$ cat src/pkg/rcbp_pkg.sv
// Shared constants, masks and helpers for the registered command buffer with parity
package rcbp_pkg;

  // Widths
  localparam int unsigned DATA_W = 28;
  localparam int unsigned LANE_W = 2;
  localparam int unsigned HOLD_W = 2;

  // Active data lanes per configuration, bit 0 is lane 1
  localparam logic [DATA_W-1:0] MASK_CFG0 = 28'hfff0f5f;
  localparam logic [DATA_W-1:0] MASK_CFG1 = 28'hfaf0fff;

  // Reset values
  localparam logic [DATA_W-1:0] DATA_RST = 28'h0000000;
  localparam logic [LANE_W-1:0] LANE_RST = 2'h0;
  localparam logic BIT_RST = 1'b0;
  localparam logic ERR_N_RST = 1'b1;

  // Extra cycles an error stays latched after it is flagged
  localparam logic [HOLD_W-1:0] HOLD_SINGLE = 2'h1;
  // Extra cycles an error stays latched after the low-power state ends
  localparam logic [HOLD_W-1:0] HOLD_AFTER_LP = 2'h2;
  localparam logic [HOLD_W-1:0] HOLD_NONE = 2'h0;

  // Controller-side settle times around reset, and their cycle counts
  localparam int unsigned CLK_PERIOD_PS = 5000;
  localparam int unsigned T_ACT_NS = 10;
  localparam int unsigned T_INACT_NS = 15;
  localparam int unsigned T_ACT_CYC = (T_ACT_NS * 1000 + CLK_PERIOD_PS - 1) / CLK_PERIOD_PS;
  localparam int unsigned T_INACT_CYC = (T_INACT_NS * 1000 + CLK_PERIOD_PS - 1) / CLK_PERIOD_PS;

  // Lanes that are buffered and checked for a configuration
  function automatic logic [DATA_W-1:0] rcbp_active_mask(input logic cfg);
    rcbp_active_mask = cfg ? MASK_CFG1 : MASK_CFG0;
  endfunction

  // Even parity fold of the active lanes
  function automatic logic rcbp_fold(input logic [DATA_W-1:0] word, input logic cfg);
    rcbp_fold = ^(word & rcbp_active_mask(cfg));
  endfunction

endpackage

$ cat src/pkg/rcbp_err_if.sv
// Carrier between the buffer datapath and the error latch
`timescale 1ns/10ps
`default_nettype none
interface rcbp_err_if;
  logic chk;
  logic mismatch;
  logic low_power;
  logic err_n;

  modport path (output chk, output mismatch, output low_power, input err_n);
  modport latch (input chk, input mismatch, input low_power, output err_n);
endinterface
`default_nettype wire

$ cat src/rtl/rcbp_err_latch.sv
// Error output latch with minimum hold and low-power extension
`timescale 1ns/10ps
`default_nettype none
module rcbp_err_latch
  import rcbp_pkg::*;
(
  input wire logic clk_sys_i,
  input wire logic reset_n_i,
  rcbp_err_if.latch err_if
);

  logic err_low_r;
  logic err_low_nxt;
  logic [HOLD_W-1:0] hold_r;
  logic [HOLD_W-1:0] hold_nxt;

  //////////////////////////////////////////////////////////////////////////////
  // Next state
  always_comb begin
    err_low_nxt = err_low_r;
    hold_nxt = hold_r;
    if (err_if.chk && err_if.mismatch) begin
      // New error, restart the hold
      err_low_nxt = 1'b1;
      hold_nxt = HOLD_SINGLE;
    end else if (err_low_r && err_if.low_power) begin
      // Low power reloads the hold even on a good word
      hold_nxt = HOLD_AFTER_LP;
    end else if (err_if.chk) begin
      // Good word: release only after the hold ran out
      if (err_low_r && hold_r != HOLD_NONE) begin
        hold_nxt = hold_r - 2'h1;
      end else begin
        err_low_nxt = 1'b0;
      end
    end else if (err_low_r) begin
      // No evaluation, count the hold down only
      if (hold_r != HOLD_NONE) begin
        hold_nxt = hold_r - 2'h1;
      end
    end
  end

  //////////////////////////////////////////////////////////////////////////////
  // Registers
  always_ff @(posedge clk_sys_i or negedge reset_n_i) begin
    if (!reset_n_i) begin
      err_low_r <= BIT_RST;
      hold_r <= HOLD_NONE;
    end else begin
      err_low_r <= err_low_nxt;
      hold_r <= hold_nxt;
    end
  end

  // Active low error, high in reset
  assign err_if.err_n = ~err_low_r;

endmodule
`default_nettype wire

$ cat src/rtl/rcbp_top.sv
// Registered command buffer with chip-select gating and parity check
//
// Behaviour
// - Config 0 buffers and checks lanes 1-5, 7, 9-12, 17-28.
// - Config 1 buffers and checks lanes 1-12, 17-20, 22, 24-28.
// - Active outputs follow the same lane sets; inactive outputs stay low.
// - With a chip select low, even ones plus parity keep error high.
// - A single error holds the error output low at least two cycles.
// - Consecutive errors keep the error output low while they persist.
// - Gate enable has no effect on the parity result.
// - Both chip selects and gate enable high enter low power.
// - Error before low power stays low through it plus three cycles.
// - In low power the data outputs hold their previous values.
// - Chip selects, termination and clock enables are always captured.
// - Reset clears registers, outputs low, error output high.
// - Error output is valid two cycles after its word is registered.
`timescale 1ns/10ps
`default_nettype none
module rcbp_top
  import rcbp_pkg::*;
(
  input wire logic clk_sys_i,
  input wire logic reset_n_i,
  input wire logic config_sel_i,
  input wire logic cs_gate_enable_i,
  input wire logic chip_select_in_0_i,
  input wire logic chip_select_in_1_i,
  input wire logic [DATA_W-1:0] buffered_inputs_i,
  input wire logic [LANE_W-1:0] term_ctl_in_i,
  input wire logic [LANE_W-1:0] clk_en_in_i,
  input wire logic parity_bit_in_i,
  output logic [DATA_W-1:0] buffered_outputs_o,
  output logic chip_select_out_0_o,
  output logic chip_select_out_1_o,
  output logic [LANE_W-1:0] term_ctl_out_o,
  output logic [LANE_W-1:0] clk_en_out_o,
  output logic parity_error_out_o,
  output logic low_power_state_o
);

  //////////////////////////////////////////////////////////////////////////////
  // Declarations

  // Output stage
  logic [DATA_W-1:0] data_r;
  logic [DATA_W-1:0] data_nxt;
  logic cs0_r;
  logic cs0_nxt;
  logic cs1_r;
  logic cs1_nxt;
  logic [LANE_W-1:0] odt_r;
  logic [LANE_W-1:0] odt_nxt;
  logic [LANE_W-1:0] cke_r;
  logic [LANE_W-1:0] cke_nxt;
  logic lp_r;
  logic lp_nxt;

  // Parity stage one: the word waiting for its parity bit
  logic [DATA_W-1:0] pword_r;
  logic [DATA_W-1:0] pword_nxt;
  logic pcfg_r;
  logic pcfg_nxt;
  logic pchk_r;
  logic pchk_nxt;

  // Parity stage two: the evaluated result
  logic chk_r;
  logic chk_nxt;
  logic mis_r;
  logic mis_nxt;

  // Decoded inputs
  logic cs_any_low;
  logic lp_enter;
  logic [DATA_W-1:0] mask_now;

  rcbp_err_if err_if ();

  //////////////////////////////////////////////////////////////////////////////
  // Input decode

  assign cs_any_low = ~chip_select_in_0_i | ~chip_select_in_1_i;
  // Low power needs both selects and the gate enable high
  assign lp_enter = chip_select_in_0_i & chip_select_in_1_i & cs_gate_enable_i;
  // Lane set by configuration
  assign mask_now = rcbp_active_mask(config_sel_i);

  //////////////////////////////////////////////////////////////////////////////
  // Output stage next state

  always_comb begin
    data_nxt = data_r;
    if (!lp_enter) begin
      // Copy active lanes, inactive lanes low
      data_nxt = buffered_inputs_i & mask_now;
    end
    // Frozen otherwise
  end

  always_comb begin
    // Never gated by chip selects
    cs0_nxt = chip_select_in_0_i;
    cs1_nxt = chip_select_in_1_i;
    odt_nxt = term_ctl_in_i;
    cke_nxt = clk_en_in_i;
    lp_nxt = lp_enter;
  end

  // Registers update only on the crossing
  always_ff @(posedge clk_sys_i or negedge reset_n_i) begin
    if (!reset_n_i) begin
      data_r <= DATA_RST;
      cs0_r <= BIT_RST;
      cs1_r <= BIT_RST;
      odt_r <= LANE_RST;
      cke_r <= LANE_RST;
      lp_r <= BIT_RST;
    end else begin
      data_r <= data_nxt;
      cs0_r <= cs0_nxt;
      cs1_r <= cs1_nxt;
      odt_r <= odt_nxt;
      cke_r <= cke_nxt;
      lp_r <= lp_nxt;
    end
  end

  //////////////////////////////////////////////////////////////////////////////
  // Parity pipeline next state

  always_comb begin
    // Capture every word with its config and selects; gate enable unused
    pword_nxt = buffered_inputs_i;
    pcfg_nxt = config_sel_i;
    pchk_nxt = cs_any_low;
  end

  always_comb begin
    // Pair the stored word with the parity bit of this cycle
    chk_nxt = pchk_r;
    // Even total is good, odd is an error
    mis_nxt = rcbp_fold(pword_r, pcfg_r) ^ parity_bit_in_i;
  end

  // Word at edge n, result at n+1, error output at n+2
  always_ff @(posedge clk_sys_i or negedge reset_n_i) begin
    if (!reset_n_i) begin
      pword_r <= DATA_RST;
      pcfg_r <= BIT_RST;
      pchk_r <= BIT_RST;
      chk_r <= BIT_RST;
      mis_r <= BIT_RST;
    end else begin
      pword_r <= pword_nxt;
      pcfg_r <= pcfg_nxt;
      pchk_r <= pchk_nxt;
      chk_r <= chk_nxt;
      mis_r <= mis_nxt;
    end
  end

  //////////////////////////////////////////////////////////////////////////////
  // Error latch

  // No check when both selects were high
  assign err_if.chk = chk_r;
  assign err_if.mismatch = mis_r;
  // Low-power extension of a latched error
  assign err_if.low_power = lp_r;

  rcbp_err_latch u_err_latch (
    .clk_sys_i (clk_sys_i),
    .reset_n_i (reset_n_i),
    .err_if (err_if.latch)
  );

  //////////////////////////////////////////////////////////////////////////////
  // Outputs

  assign buffered_outputs_o = data_r;
  assign chip_select_out_0_o = cs0_r;
  assign chip_select_out_1_o = cs1_r;
  assign term_ctl_out_o = odt_r;
  assign clk_en_out_o = cke_r;
  assign low_power_state_o = lp_r;
  assign parity_error_out_o = err_if.err_n;

endmodule
`default_nettype wire

$ cat config.mk
export PLATFORM = sky130hd
export DESIGN_NAME = rcbp_top
export DESIGN_NICKNAME = d
export VERILOG_FILES = /design/src/pkg/rcbp_pkg.sv /design/src/pkg/rcbp_err_if.sv /design/src/rtl/rcbp_err_latch.sv /design/src/rtl/rcbp_top.sv
export SDC_FILE = /design/constraint.sdc
export NUM_CORES = 1
export LEC_CHECK = 0
export BUFFER_PORTS_ARGS = -buffer_cell sky130_fd_sc_hd__buf_4
export CAP_MARGIN = 30
export CORE_MARGIN = 3
export CORE_UTILIZATION = 53
export CTS_CLUSTER_SIZE = 30
export DETAILED_ROUTE_END_ITERATION = 12
export GPL_TIMING_DRIVEN = 0
export HOLD_SLACK_MARGIN = 0.02
export PLACE_DENSITY_LB_ADDON = 0.05
export RECOVER_POWER = 25
export SETUP_SLACK_MARGIN = 0.02
export SYNTH_ARGS = -nofsm -noshare
export SYNTH_HDL_FRONTEND = slang
export SYNTH_SLANG_ARGS = --single-unit
$ cat constraint.sdc
create_clock -name clk_sys_i -period 4 [get_ports clk_sys_i]
set_clock_uncertainty 0.05 [all_clocks]
set_input_delay 1 -clock clk_sys_i [delete_from_list [all_inputs] [get_ports clk_sys_i]]
set_output_delay 1 -clock clk_sys_i [all_outputs]
set_load 0.01 [all_outputs]
==> results.py <==
metrics = {
    "synthesis": {
        "avgSynthCellArea_um2": 12.3,
        "synth_warnings": 0,
        "synth_top_family_by_area": "simple AND/OR/NAND/NOR gates",
        "synth_seq_cells": 62,
        "syn_area_um2": 2210,
        "synthFlopType": "dfrtp_1",
        "muxShareOfSynthArea": 0,
        "synth_cell_types": 20,
        "synth_compound_area_frac": 0.0170,
        "synthAdderAreaFrac": 0.00566,
        "synth_top_cell_area_share": 0.702,
        "synth_edf_count": 0,
        "ys_seq_area_frac": 0.702,
        "synthTopCellsByArea": "dfrtp_1 (70%), nand2_1 (12%), xnor2_1 (5.5%)",
        "synth-async-reset-ratio": 1.00,
        "yosys.area_share.simple": 0.143,
        "synth_common_cells": "nand2_1 (70), dfrtp_1 (62), xnor2_1 (14)",
        "synth.most_common_cell": "nand2_1",
        "synth.largest_area_cell": "dfrtp_1",
        "synth_xor_area_frac": 0.104,
        "syn_inst": 180,
    },
    "sta": {
        "layout_min_cycle_time_ns": 2.00,
        "rsz0062_at_grt": "false",
        "timing.setup.tns_ns": 0,
        "setup_viol": 0,
        "hold_ws_ns": 0.302,
        "worstMarginPinSlew_ns": 1.42,
        "clock.fmax_mhz": 501,
        "fin_crit_sh": 0.499,
        "finalHoldViolations": 0,
        "slew_headroom": 0.0514,
        "slew_viol_final": 0,
        "setup_slack_ns": 2.00,
    },
    "clock_network": {
        "cts_num_sinks": 62,
        "postCtsHoldBufs": 0,
        "cts_setup_buffers": 0,
        "ctsHtreeMaxLevel": 3,
        "ctsRootBufferMaster": "clkbuf_8",
        "insertion_delay_ns": 0.33,
        "clk_path_buf_depth": 2,
        "tritoncts": "yes",
        "cts_made_buffers": 9,
        "clk_pin_slew_worst_paths_ns": 0.06,
        "cts_resized": 0,
    },
    "worst_setup_path": {
        "cp-start-kind": "register",
        "crit_path_start": "u_err_latch.err_low_r$_DFFE_PN0P_",
        "critical_path.endpoint": "parity_error_out_o",
        "arrival_ns": 0.95,
        "crit_fanout": 4,
        "r2r_cells": 4,
        "path_class": "register to output port",
        "rr_startpoint": "pword_r[1]$_DFF_PN0_",
        "end_kind": "output port",
        "r2r-end": "err_if.mismatch$_DFF_PN0_",
        "reg2reg_slack_ns": 2.27,
        "cp.required_ns": 2.95,
    },
    "die": {
        "row_count": 22,
        "fp.dieW_um": 70.6,
        "io_pins": 75,
        "start_util": 0.578,
        "core_um2": 3830,
        "fp.dieArea_um2": 4980,
        "fp.dieH_um": 70.6,
    },
    "layout": {
        "area_delta_synth_final_pct": 33.8,
        "antennaDiodeCount": 0,
        "nNetsFinal": 300,
        "n_fill_cell": 264,
        "drive_gt1_frac": 0.288,
    },
    "power_and_ir_drop": {
        "power_density_nw_per_um2": 525,
        "power_leakage_nw": 1.52,
        "vdd_ir_drop_max_mv": 0.356,
        "p_total_mw": 1.55,
    },
    "route": {
        "drc": 0,
        "first_pass_iters": 4,
        "drt_iter0_drc": 70,
        "vias": 1475,
        "wl_mm": 4.07,
        "final_antenna_net_count": 0,
        "wl_per_cell_um": 13.0,
        "via_per_inst": 4.73,
    },
    "run_status": {
        "status": "completed",
    },
    "worst_hold_path": {
        "hold_path_class": "register to register",
    },
    "global_route": {
        "grt_pass1_wl_mm": 6.52,
        "first_global_vias": 1451,
        "antenna_found_initial": 0,
        "grt-ovfl-total": 0,
        "grt_start_max_net_pins": 63,
        "grt.total_usage": 0.177,
    },
    "placement": {
        "place_hpwl_mm": 2.96,
        "place_congestion": 0.730,
        "port_buffers": 66,
        "dp_slack_ns": 1.66,
    },
    "flow_run": {
        "drv_cap": 0,
    },
}
==> critical path: stages, from the launching register on <==
cell and delay, ns:
dfrtp_1 0.42, inv_1 0.08, buf_4 0.11
==> state kept, by name, indices dropped and copies added (netlist names) <==
register and flops:
chk_r 1, pcfg_r 1, term_ctl_out_o 2, clk_en_out_o 2, chip_select_out_0_o 1, err_if.mismatch 1, pword_r 24, u_err_latch.hold_r 2
buffered_outputs_o 24, chk_nxt 1, u_err_latch.err_low_r 1, low_power_state_o 1, chip_select_out_1_o 1
==> how the worst min path moves through the flow <==
stage	start	end	slack [ns]	depth (start not counted)
after detailed placement	chk_nxt$_DFF_PN0_	chk_r$_DFF_PN0_	0.29	0
final	chk_nxt$_DFF_PN0_	chk_r$_DFF_PN0_	0.30	0
after floorplan	chk_nxt$_DFF_PN0_	chk_r$_DFF_PN0_	0.28	0
after global placement	chk_nxt$_DFF_PN0_	chk_r$_DFF_PN0_	0.28	0
after global routing	chk_nxt$_DFF_PN0_	chk_r$_DFF_PN0_	0.30	0
after CTS	chk_nxt$_DFF_PN0_	chk_r$_DFF_PN0_	0.30	0
==> metal layers <==
layer  GRT usage  share of wire  up-vias
li1            -              -      717
met1       0.206           0.40      698
met2       0.272           0.50       48
met3      0.0753          0.081       12
met4       0.109          0.024        0
met5           0              0        -
==> where the power goes <==
group          switching [mW]  leakage (nW)  internal [mW]
logic                   0.109         0.679          0.135
registers              0.0302         0.728          0.683
clock network           0.217         0.115          0.379
total                   0.357          1.52           1.20
==> final cells by class <==
cell class	instances	area, µm²	area share
buffer	8	45.0	0.0152
clock buffer	11	151	0.0512
clock inverter	4	70.1	0.0237
inverter	4	15.0	0.00507
multi-input combinational	109	611	0.206
sequential	62	1550	0.524
tap	48	60.1	0.0203
timing repair buffer	66	455	0.154
==> stage by stage <==
step	util	cells	cell area [µm²]
after detailed placement	0.726	297	2780
after CTS	0.784	312	3000
final	0.773	312	2960
after global placement	0.726	297	2780
after global routing	0.773	312	2960
after floorplan	-	183	2220
==> cell usage in the layout, fill, tap and decap left out, drive strengths merged, types with 3 or more instances in the layout <==
master / instances
nand2: 70
buf: 38
dfrtp: 62
inv: 4
nand3: 3
clkbuf: 47
xnor2: 14
conb: 4
nand3b: 3
xnor3: 4
==> cell families (layout without fill, tap and decap cells) <==
family                   after synthesis  after routing
AND/OR/NAND/NOR                       79             79
flip-flops                            62             62
XOR/XNOR                              20             20
buffers and inverters                 12             93
AO/OA/AOI/OAI                          5              5
adder cells (fa/ha/maj)                1              1
other                                  1              4
Power figures use the tool's default switching activity.
